### src/pkg/oled_init_pkg.sv
// Purpose: shared constants for the display controller reset and command core
// Assumes: 8-bit command bytes, 4-bit register port address
// Notes: reset values give display off, 128x64 geometry, normal mapping
package oled_init_pkg;

  // ------------------------------------------------------------------
  // register port offsets
  // ------------------------------------------------------------------
  localparam logic [3:0] REG_CMD = 4'h0; // write: command byte
  localparam logic [3:0] REG_DATA = 4'h1; // write: display data byte
  localparam logic [3:0] REG_STATUS = 4'h2; // read: status flags
  localparam logic [3:0] REG_CONTRAST = 4'h3; // read: contrast level
  localparam logic [3:0] REG_START = 4'h4; // read: display start line
  localparam logic [3:0] REG_COLUMN = 4'h5; // read: column address counter
  localparam logic [3:0] REG_MUX = 4'h6; // read: multiplex ratio

  // ------------------------------------------------------------------
  // status bit positions
  // ------------------------------------------------------------------
  localparam int ST_DISPLAY_ON = 0;
  localparam int ST_SEG_REMAP = 1;
  localparam int ST_COM_REVERSE = 2;
  localparam int ST_ENTIRE_ON = 3;
  localparam int ST_INVERT = 4;
  localparam int ST_CMD_READY = 5;
  localparam int ST_IN_RESET = 6;

  // ------------------------------------------------------------------
  // values after reset
  // ------------------------------------------------------------------
  localparam logic [7:0] CONTRAST_RST = 8'h7f; // mid-scale
  localparam logic [5:0] MUX_RST = 6'h3f; // 64 rows, full geometry
  localparam logic [5:0] START_RST = 6'h00; // first memory row
  localparam logic [6:0] COL_RST = 7'h00; // first column
  localparam logic [6:0] COL_LAST = 7'h7f; // 128 columns
  localparam logic [7:0] BYTE_RST = 8'h00;

  // ------------------------------------------------------------------
  // command codes
  // ------------------------------------------------------------------
  localparam logic [7:0] CMD_DISP_OFF = 8'hae;
  localparam logic [7:0] CMD_DISP_ON = 8'haf;
  localparam logic [7:0] CMD_CONTRAST = 8'h81;
  localparam logic [7:0] CMD_SEG_NORM = 8'ha0;
  localparam logic [7:0] CMD_SEG_REMAP = 8'ha1;
  localparam logic [7:0] CMD_FOLLOW_RAM = 8'ha4;
  localparam logic [7:0] CMD_ENTIRE_ON = 8'ha5;
  localparam logic [7:0] CMD_NORMAL = 8'ha6;
  localparam logic [7:0] CMD_INVERSE = 8'ha7;
  localparam logic [7:0] CMD_MUX = 8'ha8;
  localparam logic [7:0] CMD_COM_NORM = 8'hc0;
  localparam logic [7:0] CMD_COM_REV = 8'hc8;
  localparam logic [1:0] CMD_START_TOP = 2'b01; // 40h..7Fh
  localparam logic [3:0] CMD_COL_LO_TOP = 4'h0; // 00h..0Fh
  localparam logic [3:0] CMD_COL_HI_TOP = 4'h1; // 10h..17h

  // serial word length
  localparam int SER_BITS = 8;

  // command parser states
  typedef enum logic [1:0] {
    PARSE_OPCODE,
    PARSE_CONTRAST,
    PARSE_MUX
  } parse_state_t;

endpackage : oled_init_pkg

### src/hdl/oled_reset_power_sequence.sv
// Purpose: display controller core state, command parser and reset defaults
// Assumes: hw_reset_n pin asynchronous; register port on CLK (20 MHz)
// Notes: while hw_reset_n is low every state except DATA_BYTE holds its default and bytes are dropped
//
// Our own choices: the register offsets and strobed register access.
`timescale 1ns/1ns
`default_nettype none

// Summary of operation
// - reset pin low: defaults, display off
// - reset selects 128x64 display geometry
// - reset gives normal segment and row mapping
// - reset clears serial shift register
// - reset sets start line to row 0
// - reset zeroes column address counter
// - reset gives normal row scan direction
// - reset loads contrast with 7Fh
// - reset selects normal display, like A4h and A6h
module oled_reset_power_sequence (
  input wire logic CLK,
  input wire logic RESET_N,
  input wire logic HW_RESET_N,
  input wire logic SER_CLK,
  input wire logic SER_DIN,
  input wire logic SER_CS_N,
  input wire logic SER_DC,
  input wire logic [3:0] ADDR,
  input wire logic [7:0] WDATA,
  input wire logic WR_STB,
  input wire logic RD_STB,
  output logic [7:0] RDATA,
  output logic DISPLAY_ON,
  output logic [7:0] CONTRAST,
  output logic [5:0] MUX_RATIO,
  output logic [5:0] START_LINE,
  output logic [6:0] COL_ADDR,
  output logic SEG_REMAP,
  output logic COM_REVERSE,
  output logic ENTIRE_ON,
  output logic INVERT,
  output logic CMD_READY,
  output logic DATA_STB,
  output logic [7:0] DATA_BYTE
);

  // ------------------------------------------------------------------
  // reset pin synchroniser
  // ------------------------------------------------------------------
  logic hw_rst_s1_reg; // first stage only
  logic hw_rst_s2_reg; // synchronised hw_reset_n

  // two flops before any logic reads the pin
  always_ff @(posedge CLK or negedge RESET_N) begin
    if (!RESET_N) begin
      hw_rst_s1_reg <= 1'b0;
      hw_rst_s2_reg <= 1'b0;
    end else begin
      hw_rst_s1_reg <= HW_RESET_N;
      hw_rst_s2_reg <= hw_rst_s1_reg;
    end
  end

  wire in_reset = ~hw_rst_s2_reg; // defaults forced while high

  // ------------------------------------------------------------------
  // serial host interface
  // ------------------------------------------------------------------
  logic ser_valid; // one-cycle byte pulse
  logic [7:0] ser_byte; // received byte
  logic ser_is_data; // data/command flag

  serial_byte_receiver #(
    .BITS(oled_init_pkg::SER_BITS)
  ) u_rx (
    .clk(CLK),
    .reset_n(RESET_N),
    .clear(in_reset),
    .ser_clk(SER_CLK),
    .ser_din(SER_DIN),
    .ser_cs_n(SER_CS_N),
    .ser_dc(SER_DC),
    .byte_valid(ser_valid),
    .byte_out(ser_byte),
    .byte_is_data(ser_is_data)
  );

  // ------------------------------------------------------------------
  // byte source selection
  // ------------------------------------------------------------------
  logic pend_reg; // serial byte waiting behind a port write
  logic [7:0] pend_byte_reg; // held serial byte
  logic pend_data_reg; // held data/command flag

  wire bus_cmd = WR_STB & (ADDR == oled_init_pkg::REG_CMD);
  wire bus_data = WR_STB & (ADDR == oled_init_pkg::REG_DATA);
  wire bus_byte = bus_cmd | bus_data;
  // serial bytes queue for one slot so a port write never loses them
  wire ser_any = pend_reg | ser_valid;
  wire [7:0] ser_sel = pend_reg ? pend_byte_reg : ser_byte;
  wire ser_sel_data = pend_reg ? pend_data_reg : ser_is_data;
  // port write wins the cycle; serial byte waits
  wire take = (bus_byte | ser_any) & ~in_reset;
  wire [7:0] take_byte = bus_byte ? WDATA : ser_sel;
  wire take_data = bus_byte ? bus_data : ser_sel_data;
  wire take_cmd = take & ~take_data;

  // hold serial byte while the port owns the cycle
  always_ff @(posedge CLK or negedge RESET_N) begin
    if (!RESET_N) begin
      pend_reg <= 1'b0;
      pend_byte_reg <= oled_init_pkg::BYTE_RST;
      pend_data_reg <= 1'b0;
    end else if (in_reset) begin
      pend_reg <= 1'b0; // partial traffic discarded
    end else if (bus_byte && ser_valid) begin
      pend_reg <= 1'b1;
      pend_byte_reg <= ser_byte;
      pend_data_reg <= ser_is_data;
    end else if (!bus_byte) begin
      pend_reg <= 1'b0;
    end
  end

  // ------------------------------------------------------------------
  // command decoding
  // ------------------------------------------------------------------
  // true when the byte equals the given 8-bit command code
  function automatic logic is_op(input logic [7:0] b, input logic [7:0] code);
    is_op = (b == code);
  endfunction : is_op

  oled_init_pkg::parse_state_t state_reg;
  oled_init_pkg::parse_state_t state_next;

  wire op_off = is_op(take_byte, oled_init_pkg::CMD_DISP_OFF);
  wire op_on = is_op(take_byte, oled_init_pkg::CMD_DISP_ON);
  wire op_contrast = is_op(take_byte, oled_init_pkg::CMD_CONTRAST);
  wire op_seg_n = is_op(take_byte, oled_init_pkg::CMD_SEG_NORM);
  wire op_seg_r = is_op(take_byte, oled_init_pkg::CMD_SEG_REMAP);
  wire op_ram = is_op(take_byte, oled_init_pkg::CMD_FOLLOW_RAM);
  wire op_all = is_op(take_byte, oled_init_pkg::CMD_ENTIRE_ON);
  wire op_norm = is_op(take_byte, oled_init_pkg::CMD_NORMAL);
  wire op_inv = is_op(take_byte, oled_init_pkg::CMD_INVERSE);
  wire op_mux = is_op(take_byte, oled_init_pkg::CMD_MUX);
  wire op_com_n = is_op(take_byte, oled_init_pkg::CMD_COM_NORM);
  wire op_com_r = is_op(take_byte, oled_init_pkg::CMD_COM_REV);
  wire op_start = (take_byte[7:6] == oled_init_pkg::CMD_START_TOP);
  wire op_col_lo = (take_byte[7:4] == oled_init_pkg::CMD_COL_LO_TOP);
  wire op_col_hi = (take_byte[7:4] == oled_init_pkg::CMD_COL_HI_TOP) & ~take_byte[3];
  wire at_opcode = (state_reg == oled_init_pkg::PARSE_OPCODE);
  wire do_op = take_cmd & at_opcode; // opcode byte accepted
  // mux ratios of 16 rows or fewer are not meaningful; keep the old value
  wire mux_ok = (take_byte[5:4] != 2'b00);

  // parser next state: two-byte commands take an argument
  always_comb begin
    state_next = state_reg;
    case (state_reg)
      oled_init_pkg::PARSE_OPCODE: begin
        if (take_cmd && op_contrast) begin
          state_next = oled_init_pkg::PARSE_CONTRAST;
        end else if (take_cmd && op_mux) begin
          state_next = oled_init_pkg::PARSE_MUX;
        end
      end
      oled_init_pkg::PARSE_CONTRAST: begin
        if (take_cmd) state_next = oled_init_pkg::PARSE_OPCODE;
      end
      oled_init_pkg::PARSE_MUX: begin
        if (take_cmd) state_next = oled_init_pkg::PARSE_OPCODE;
      end
      default: begin
        state_next = oled_init_pkg::PARSE_OPCODE;
      end
    endcase
  end

  // parser state, back to opcode while the pin holds reset
  always_ff @(posedge CLK or negedge RESET_N) begin
    if (!RESET_N) begin
      state_reg <= oled_init_pkg::PARSE_OPCODE;
    end else if (in_reset) begin
      state_reg <= oled_init_pkg::PARSE_OPCODE;
    end else begin
      state_reg <= state_next;
    end
  end

  // ------------------------------------------------------------------
  // display state registers
  // ------------------------------------------------------------------
  wire arg_contrast = take_cmd & (state_reg == oled_init_pkg::PARSE_CONTRAST);
  wire arg_mux = take_cmd & (state_reg == oled_init_pkg::PARSE_MUX);
  wire data_wr = take & take_data;
  wire col_wrap = (COL_ADDR == oled_init_pkg::COL_LAST);

  // on/off, mapping and mode flags
  always_ff @(posedge CLK or negedge RESET_N) begin
    if (!RESET_N) begin
      DISPLAY_ON <= 1'b0;
      SEG_REMAP <= 1'b0;
      COM_REVERSE <= 1'b0;
      ENTIRE_ON <= 1'b0;
      INVERT <= 1'b0;
    end else if (in_reset) begin
      DISPLAY_ON <= 1'b0;
      SEG_REMAP <= 1'b0; // first segment driver at column 0
      COM_REVERSE <= 1'b0;
      ENTIRE_ON <= 1'b0; // follow memory
      INVERT <= 1'b0;
    end else if (do_op) begin
      if (op_off) DISPLAY_ON <= 1'b0;
      if (op_on) DISPLAY_ON <= 1'b1;
      if (op_seg_n) SEG_REMAP <= 1'b0;
      if (op_seg_r) SEG_REMAP <= 1'b1;
      if (op_com_n) COM_REVERSE <= 1'b0;
      if (op_com_r) COM_REVERSE <= 1'b1;
      if (op_ram) ENTIRE_ON <= 1'b0;
      if (op_all) ENTIRE_ON <= 1'b1;
      if (op_norm) INVERT <= 1'b0;
      if (op_inv) INVERT <= 1'b1;
    end
  end

  // contrast, geometry and start line
  always_ff @(posedge CLK or negedge RESET_N) begin
    if (!RESET_N) begin
      CONTRAST <= oled_init_pkg::CONTRAST_RST;
      MUX_RATIO <= oled_init_pkg::MUX_RST;
      START_LINE <= oled_init_pkg::START_RST;
    end else if (in_reset) begin
      CONTRAST <= oled_init_pkg::CONTRAST_RST;
      MUX_RATIO <= oled_init_pkg::MUX_RST;
      START_LINE <= oled_init_pkg::START_RST;
    end else begin
      if (arg_contrast) CONTRAST <= take_byte;
      if (arg_mux && mux_ok) MUX_RATIO <= take_byte[5:0];
      if (do_op && op_start) START_LINE <= take_byte[5:0];
    end
  end

  // column counter: set by commands, advanced by data bytes
  always_ff @(posedge CLK or negedge RESET_N) begin
    if (!RESET_N) begin
      COL_ADDR <= oled_init_pkg::COL_RST;
    end else if (in_reset) begin
      COL_ADDR <= oled_init_pkg::COL_RST;
    end else if (data_wr) begin
      COL_ADDR <= col_wrap ? oled_init_pkg::COL_RST : COL_ADDR + 7'h01;
    end else if (do_op && op_col_lo) begin
      COL_ADDR <= {COL_ADDR[6:4], take_byte[3:0]};
    end else if (do_op && op_col_hi) begin
      COL_ADDR <= {take_byte[2:0], COL_ADDR[3:0]};
    end
  end

  // data byte strobe toward display memory
  always_ff @(posedge CLK or negedge RESET_N) begin
    if (!RESET_N) begin
      DATA_STB <= 1'b0;
      DATA_BYTE <= oled_init_pkg::BYTE_RST;
    end else begin
      DATA_STB <= data_wr;
      if (data_wr) DATA_BYTE <= take_byte;
    end
  end

  // ready: pin released and parser waiting for an opcode
  always_ff @(posedge CLK or negedge RESET_N) begin
    if (!RESET_N) begin
      CMD_READY <= 1'b0;
    end else begin
      CMD_READY <= ~in_reset & (state_next == oled_init_pkg::PARSE_OPCODE);
    end
  end

  // ------------------------------------------------------------------
  // register read port
  // ------------------------------------------------------------------
  logic [7:0] status_word; // packed status flags
  logic [7:0] rd_mux; // selected read value

  // gather status flags
  always_comb begin
    status_word = 8'h00;
    status_word[oled_init_pkg::ST_DISPLAY_ON] = DISPLAY_ON;
    status_word[oled_init_pkg::ST_SEG_REMAP] = SEG_REMAP;
    status_word[oled_init_pkg::ST_COM_REVERSE] = COM_REVERSE;
    status_word[oled_init_pkg::ST_ENTIRE_ON] = ENTIRE_ON;
    status_word[oled_init_pkg::ST_INVERT] = INVERT;
    status_word[oled_init_pkg::ST_CMD_READY] = CMD_READY;
    status_word[oled_init_pkg::ST_IN_RESET] = in_reset;
  end

  // read selection; unmapped and write-only offsets read zero
  always_comb begin
    case (ADDR)
      oled_init_pkg::REG_STATUS: rd_mux = status_word;
      oled_init_pkg::REG_CONTRAST: rd_mux = CONTRAST;
      oled_init_pkg::REG_START: rd_mux = {2'b00, START_LINE};
      oled_init_pkg::REG_COLUMN: rd_mux = {1'b0, COL_ADDR};
      oled_init_pkg::REG_MUX: rd_mux = {2'b00, MUX_RATIO};
      default: rd_mux = 8'h00;
    endcase
  end

  // read data valid only in the cycle after the strobe
  always_ff @(posedge CLK or negedge RESET_N) begin
    if (!RESET_N) begin
      RDATA <= 8'h00;
    end else begin
      RDATA <= RD_STB ? rd_mux : 8'h00;
    end
  end

endmodule : oled_reset_power_sequence
`default_nettype wire

### src/hdl/serial_byte_receiver.sv
// Purpose: assembles serial host bits into bytes with a command/data flag
// Assumes: serial clock far slower than CLK; pins are asynchronous
// Notes: clear input empties the shift register and drops a partial word
`timescale 1ns/1ns
`default_nettype none
module serial_byte_receiver #(
  parameter int BITS = oled_init_pkg::SER_BITS
) (
  input wire logic clk,
  input wire logic reset_n,
  input wire logic clear,
  input wire logic ser_clk,
  input wire logic ser_din,
  input wire logic ser_cs_n,
  input wire logic ser_dc,
  output logic byte_valid,
  output logic [BITS-1:0] byte_out,
  output logic byte_is_data
);

  if (BITS != 8) begin : g_bits_check
    $error("serial word must be 8 bits");
  end

  // ------------------------------------------------------------------
  // pin synchronisers
  // ------------------------------------------------------------------
  logic [3:0] s1_reg; // first stage, read only by second stage
  logic [3:0] s2_reg; // {clk, din, cs_n, dc} second stage
  logic clk_d_reg; // delayed serial clock for edge detect
  logic [3:0] cnt_reg; // bits received so far
  logic [BITS-1:0] shift_reg; // word under assembly

  wire rise = s2_reg[3] & ~clk_d_reg; // serial clock rising edge
  wire selected = ~s2_reg[1]; // chip select active
  wire last_bit = (cnt_reg == 4'(BITS - 1));

  // two-flop synchroniser for all pins
  always_ff @(posedge clk or negedge reset_n) begin
    if (!reset_n) begin
      s1_reg <= 4'h2;
      s2_reg <= 4'h2;
      clk_d_reg <= 1'b0;
    end else begin
      s1_reg <= {ser_clk, ser_din, ser_cs_n, ser_dc};
      s2_reg <= s1_reg;
      clk_d_reg <= s2_reg[3];
    end
  end

  // shift register, cleared by reset or deselect
  always_ff @(posedge clk or negedge reset_n) begin
    if (!reset_n) begin
      cnt_reg <= 4'h0;
      shift_reg <= '0;
      byte_valid <= 1'b0;
      byte_out <= '0;
      byte_is_data <= 1'b0;
    end else begin
      byte_valid <= 1'b0;
      if (clear || !selected) begin
        cnt_reg <= 4'h0;
        shift_reg <= '0;
      end else if (rise) begin
        shift_reg <= {shift_reg[BITS-2:0], s2_reg[2]};
        if (last_bit) begin
          cnt_reg <= 4'h0;
          byte_valid <= 1'b1;
          byte_out <= {shift_reg[BITS-2:0], s2_reg[2]};
          byte_is_data <= s2_reg[0];
        end else begin
          cnt_reg <= cnt_reg + 4'h1;
        end
      end
    end
  end

endmodule : serial_byte_receiver
`default_nettype wire

### config.mk
export PLATFORM = sky130hd
export DESIGN_NAME = oled_reset_power_sequence
export DESIGN_NICKNAME = d
export VERILOG_FILES = /design/src/pkg/oled_init_pkg.sv /design/src/hdl/oled_reset_power_sequence.sv /design/src/hdl/serial_byte_receiver.sv
export SDC_FILE = /design/constraint.sdc
export NUM_CORES = 1
export LEC_CHECK = 0
export BUFFER_PORTS_ARGS = -buffer_cell sky130_fd_sc_hd__buf_4
export CAP_MARGIN = 15
export CORE_MARGIN = 2
export CORE_UTILIZATION = 60
export DETAILED_ROUTE_END_ITERATION = 6
export PLACE_DENSITY = 0.86
export SYNTH_ARGS = -nofsm -noshare
export SYNTH_HDL_FRONTEND = slang
export SYNTH_HIERARCHICAL = 1
export SYNTH_SLANG_ARGS = --single-unit
### constraint.sdc
create_clock -name CLK -period 4.6 [get_ports CLK]
set_clock_uncertainty 0.05 [all_clocks]
set_input_delay 0.23 -clock CLK [delete_from_list [all_inputs] [get_ports CLK]]
set_output_delay 0.23 -clock CLK [all_outputs]
set_load 0.005 [all_outputs]
==> results.toml <==
[layout]
final_cells = 610
syn2layout_area_growth_pct = 17.6
antenna_cells = 0
fin_nets = 530
drive_gt1_share_pct = 30.3
fill_cells = 549

[detailed_routing]
drt_iter0_markers = 344
routed_via_density = 6.11
drtPass1Iterations = 6
dr_total_vias = 3725
drt_wl_total_um = 11800
drc = 0
wire_per_inst_um = 19.3
antenna_left = 0

[logic_synthesis]
synth_edf_count = 0
synth_area_sq_um = 4710
ys.flop_type = "dfrtp_1"
yosysUniqueCellTypes = 68
yosysMostFrequentCell = "dfrtp_1"
syn_nets = 459
synth_area_per_cell_sq_um = 10.9
synth_top_area_share_pct = 42.0
yosys-top-cells-area = "dfrtp_1 (42%), dfstp_2 (8.4%), mux2_2 (5.0%), nand2_1 (4.7%), mux2i_1 (3.4%)"
yosysTopAreaCell = "dfrtp_1"
ys_seq_elements = 94
ys_warn_count = 6
async_reset_ff_share_pct = 100
synth-seq-area-share_pct = 50.4
synth_top_cells_by_count = "dfrtp_1 (79), nand2_1 (59), a21oi_1 (26)"
synth_cells = 432

[cts]
htreeDepth = 3
cts_tree = "done"
clkTransAtPathRegs_ps = 110
cts_setup_buffers = 0
cts_made_buffers = 9
clock-sinks = 94
clockBufferDepth = 2
clk_latency_ps = 380
cts_root_buffer = "clkbuf_8"

[sta]
fmax_ghz = 0.359
setup_violations = 0
fin_tns_setup_ps = 0
tightestPinTransition_ps = 1210
hold_viol_final = 0
period_minus_slack_ps = 2790
rsz0062_at_grt = "no"
fin_ws_ps = 1810
slew_viol_final = 0
slew_headroom_pct = 18.7
post-route-period-util_pct = 60.6

[global_route]
grt_pass1_wl_um = 18800
grt_pass1_vias = 3619
grt_use_total_pct = 29.0
grt_max_degree = 54
grt_remaining_overflow = 0
antenna_found_initial = 0
grt_util_met2_pct = 46.5
top_usage_layer = "met2"
met3_usage_pct = 6.51
use_met1_pct = 39.7

[power]
leakagePower_nw = 2.57
power-per-cell-area_nw_per_um2 = 269
netSwitchingFraction_pct = 26.9
p_int_mw = 1.09
p_switching_uw = 401
p_clk_share_pct = 35.8
p_seq_share_pct = 57.0
ir_drop_mv = 0.161
combPwrFrac_pct = 7.3

[die]
rows = 32
dieArea_sq_um = 8570
die_y_um = 92.6
die-width_um = 92.6
core_area_sq_um = 7650
start_util_pct = 61.6
ioPinCount = 71

[setup_path]
crit_path_cell_trace = "nor3b_1 > o211ai_1 > a21o_2 > or2_1 > a21boi_4 > a2111oi_4"
cp_top_family = "simple AND/OR/NAND/NOR gates"
cp.required_ps = 4840
max_stage_delay_ps = 650
slowest_stage = "dfrtp_1"
worstSetupPathType = "reg -> reg"
cp-start-kind = "register"
end_kind = "register"
path_buf_inv = 0
reg2reg_slack_ps = 1810
path_max_fanout = 22
arrival_ps = 3020

[placement]
numPlacedInstances = 588
portBuffers = 70
gp_congestion = 0.903
place_worst_setup_slack_ps = 1750
dpl.hpwl_um = 8470

[status]
status = "finished, final reports clean"

[hold_path]
hold_path_class = "in -> reg"

[run]
maxCapViolations = 0
-- final cells by class --
class	count	area, sq um	area share (%)
flip-flops and latches	94	2370	42.8
multi-input cells	304	2170	39.2
repair buffers	82	631	11.4
well taps	102	128	2.31
clock buffers	9	124	2.24
clock inverters	7	63.8	1.15
inverters	12	45.0	0.814
-- metal layers --
layer  part of all wire, %  up-vias  wire (um)
met5                     0        -          0
met2                    48      148       5680
met3                   7.9       12        935
met4                   1.0        0        123
li1                      -     1720          -
met1                    43     1845       5060
-- through the flow --
step                      total power [mW]  hold WS [ps]  util (%)  area (sq um)
after floorplan                      0.909          -116         -          4710
after global placement               0.965           197      69.1          5290
after detailed placement             0.968           204      69.1          5290
after CTS                             1.49          73.2      72.4          5530
after global routing                  1.54          78.6      72.4          5530
final                                 1.49          68.6      72.4          5530
-- power by group through the flow --
stage / combinational [mW] / sequential [mW] / clock, mW
floorplan: 0.0485 / 0.861 / 0
CTS: 0.109 / 0.848 / 0.537
detailed placement: 0.104 / 0.864 / 0
global route: 0.118 / 0.850 / 0.574
global placement: 0.102 / 0.863 / 0
finish: 0.108 / 0.848 / 0.533
-- layout by cell type, fill, tap and decap left out, types with 7 or more instances in the layout --
master,count
a21oi_1,26
buf_4,76
clkbuf_8,9
dfrtp_1,79
dfstp_2,15
inv_1,11
mux2_2,21
mux2_4,9
mux2i_1,16
nand2_1,59
nand2b_1,9
nand3_1,7
nor2_1,23
o211ai_1,12
o21ai_0,19
-- cell families (layout without fill, tap and decap cells) --
logic type	Yosys count	after routing	share of synthesized area (%)
AOI/OAI and AO/OA	100	100	15.3
xor gates and xnor gates	1	1	0.186
adders and majority gates	6	6	1.59
buffers and inverters	34	110	3.48
DFF	94	94	50.4
muxes	47	47	11.8
and+or+nand+nor	150	150	17.3
-- worst reg2reg max path: stages (launching register included) --
cell       delay (ps)
dfrtp_1           650
nor3b_1           650
o211ai_1          140
a21o_2            310
or2_1             350
a21boi_4          190
a2111oi_4         350
-- what timing repair did --
item	CTS	global route
resized for setup	0	0
endpoints found under the hold margin	43	0
endpoints found under the setup margin	0	0
hold buffers	6	0
-- path summary, 6_finish.rpt --
kind                           startpoint              to  depth (start not counted)
max                              pend_reg     COL_ADDR[3]                          6
min                                RD_STB        RDATA[7]                          2
max reg2reg                      pend_reg     COL_ADDR[3]                          6
min reg2reg                u_rx/s1_reg[2]  u_rx/s2_reg[2]                          0
max in group asynchronous         RESET_N  u_rx/s2_reg[3]                          3
min in group asynchronous         RESET_N        RDATA[7]                          2
(Power assumes the default switching activity.)
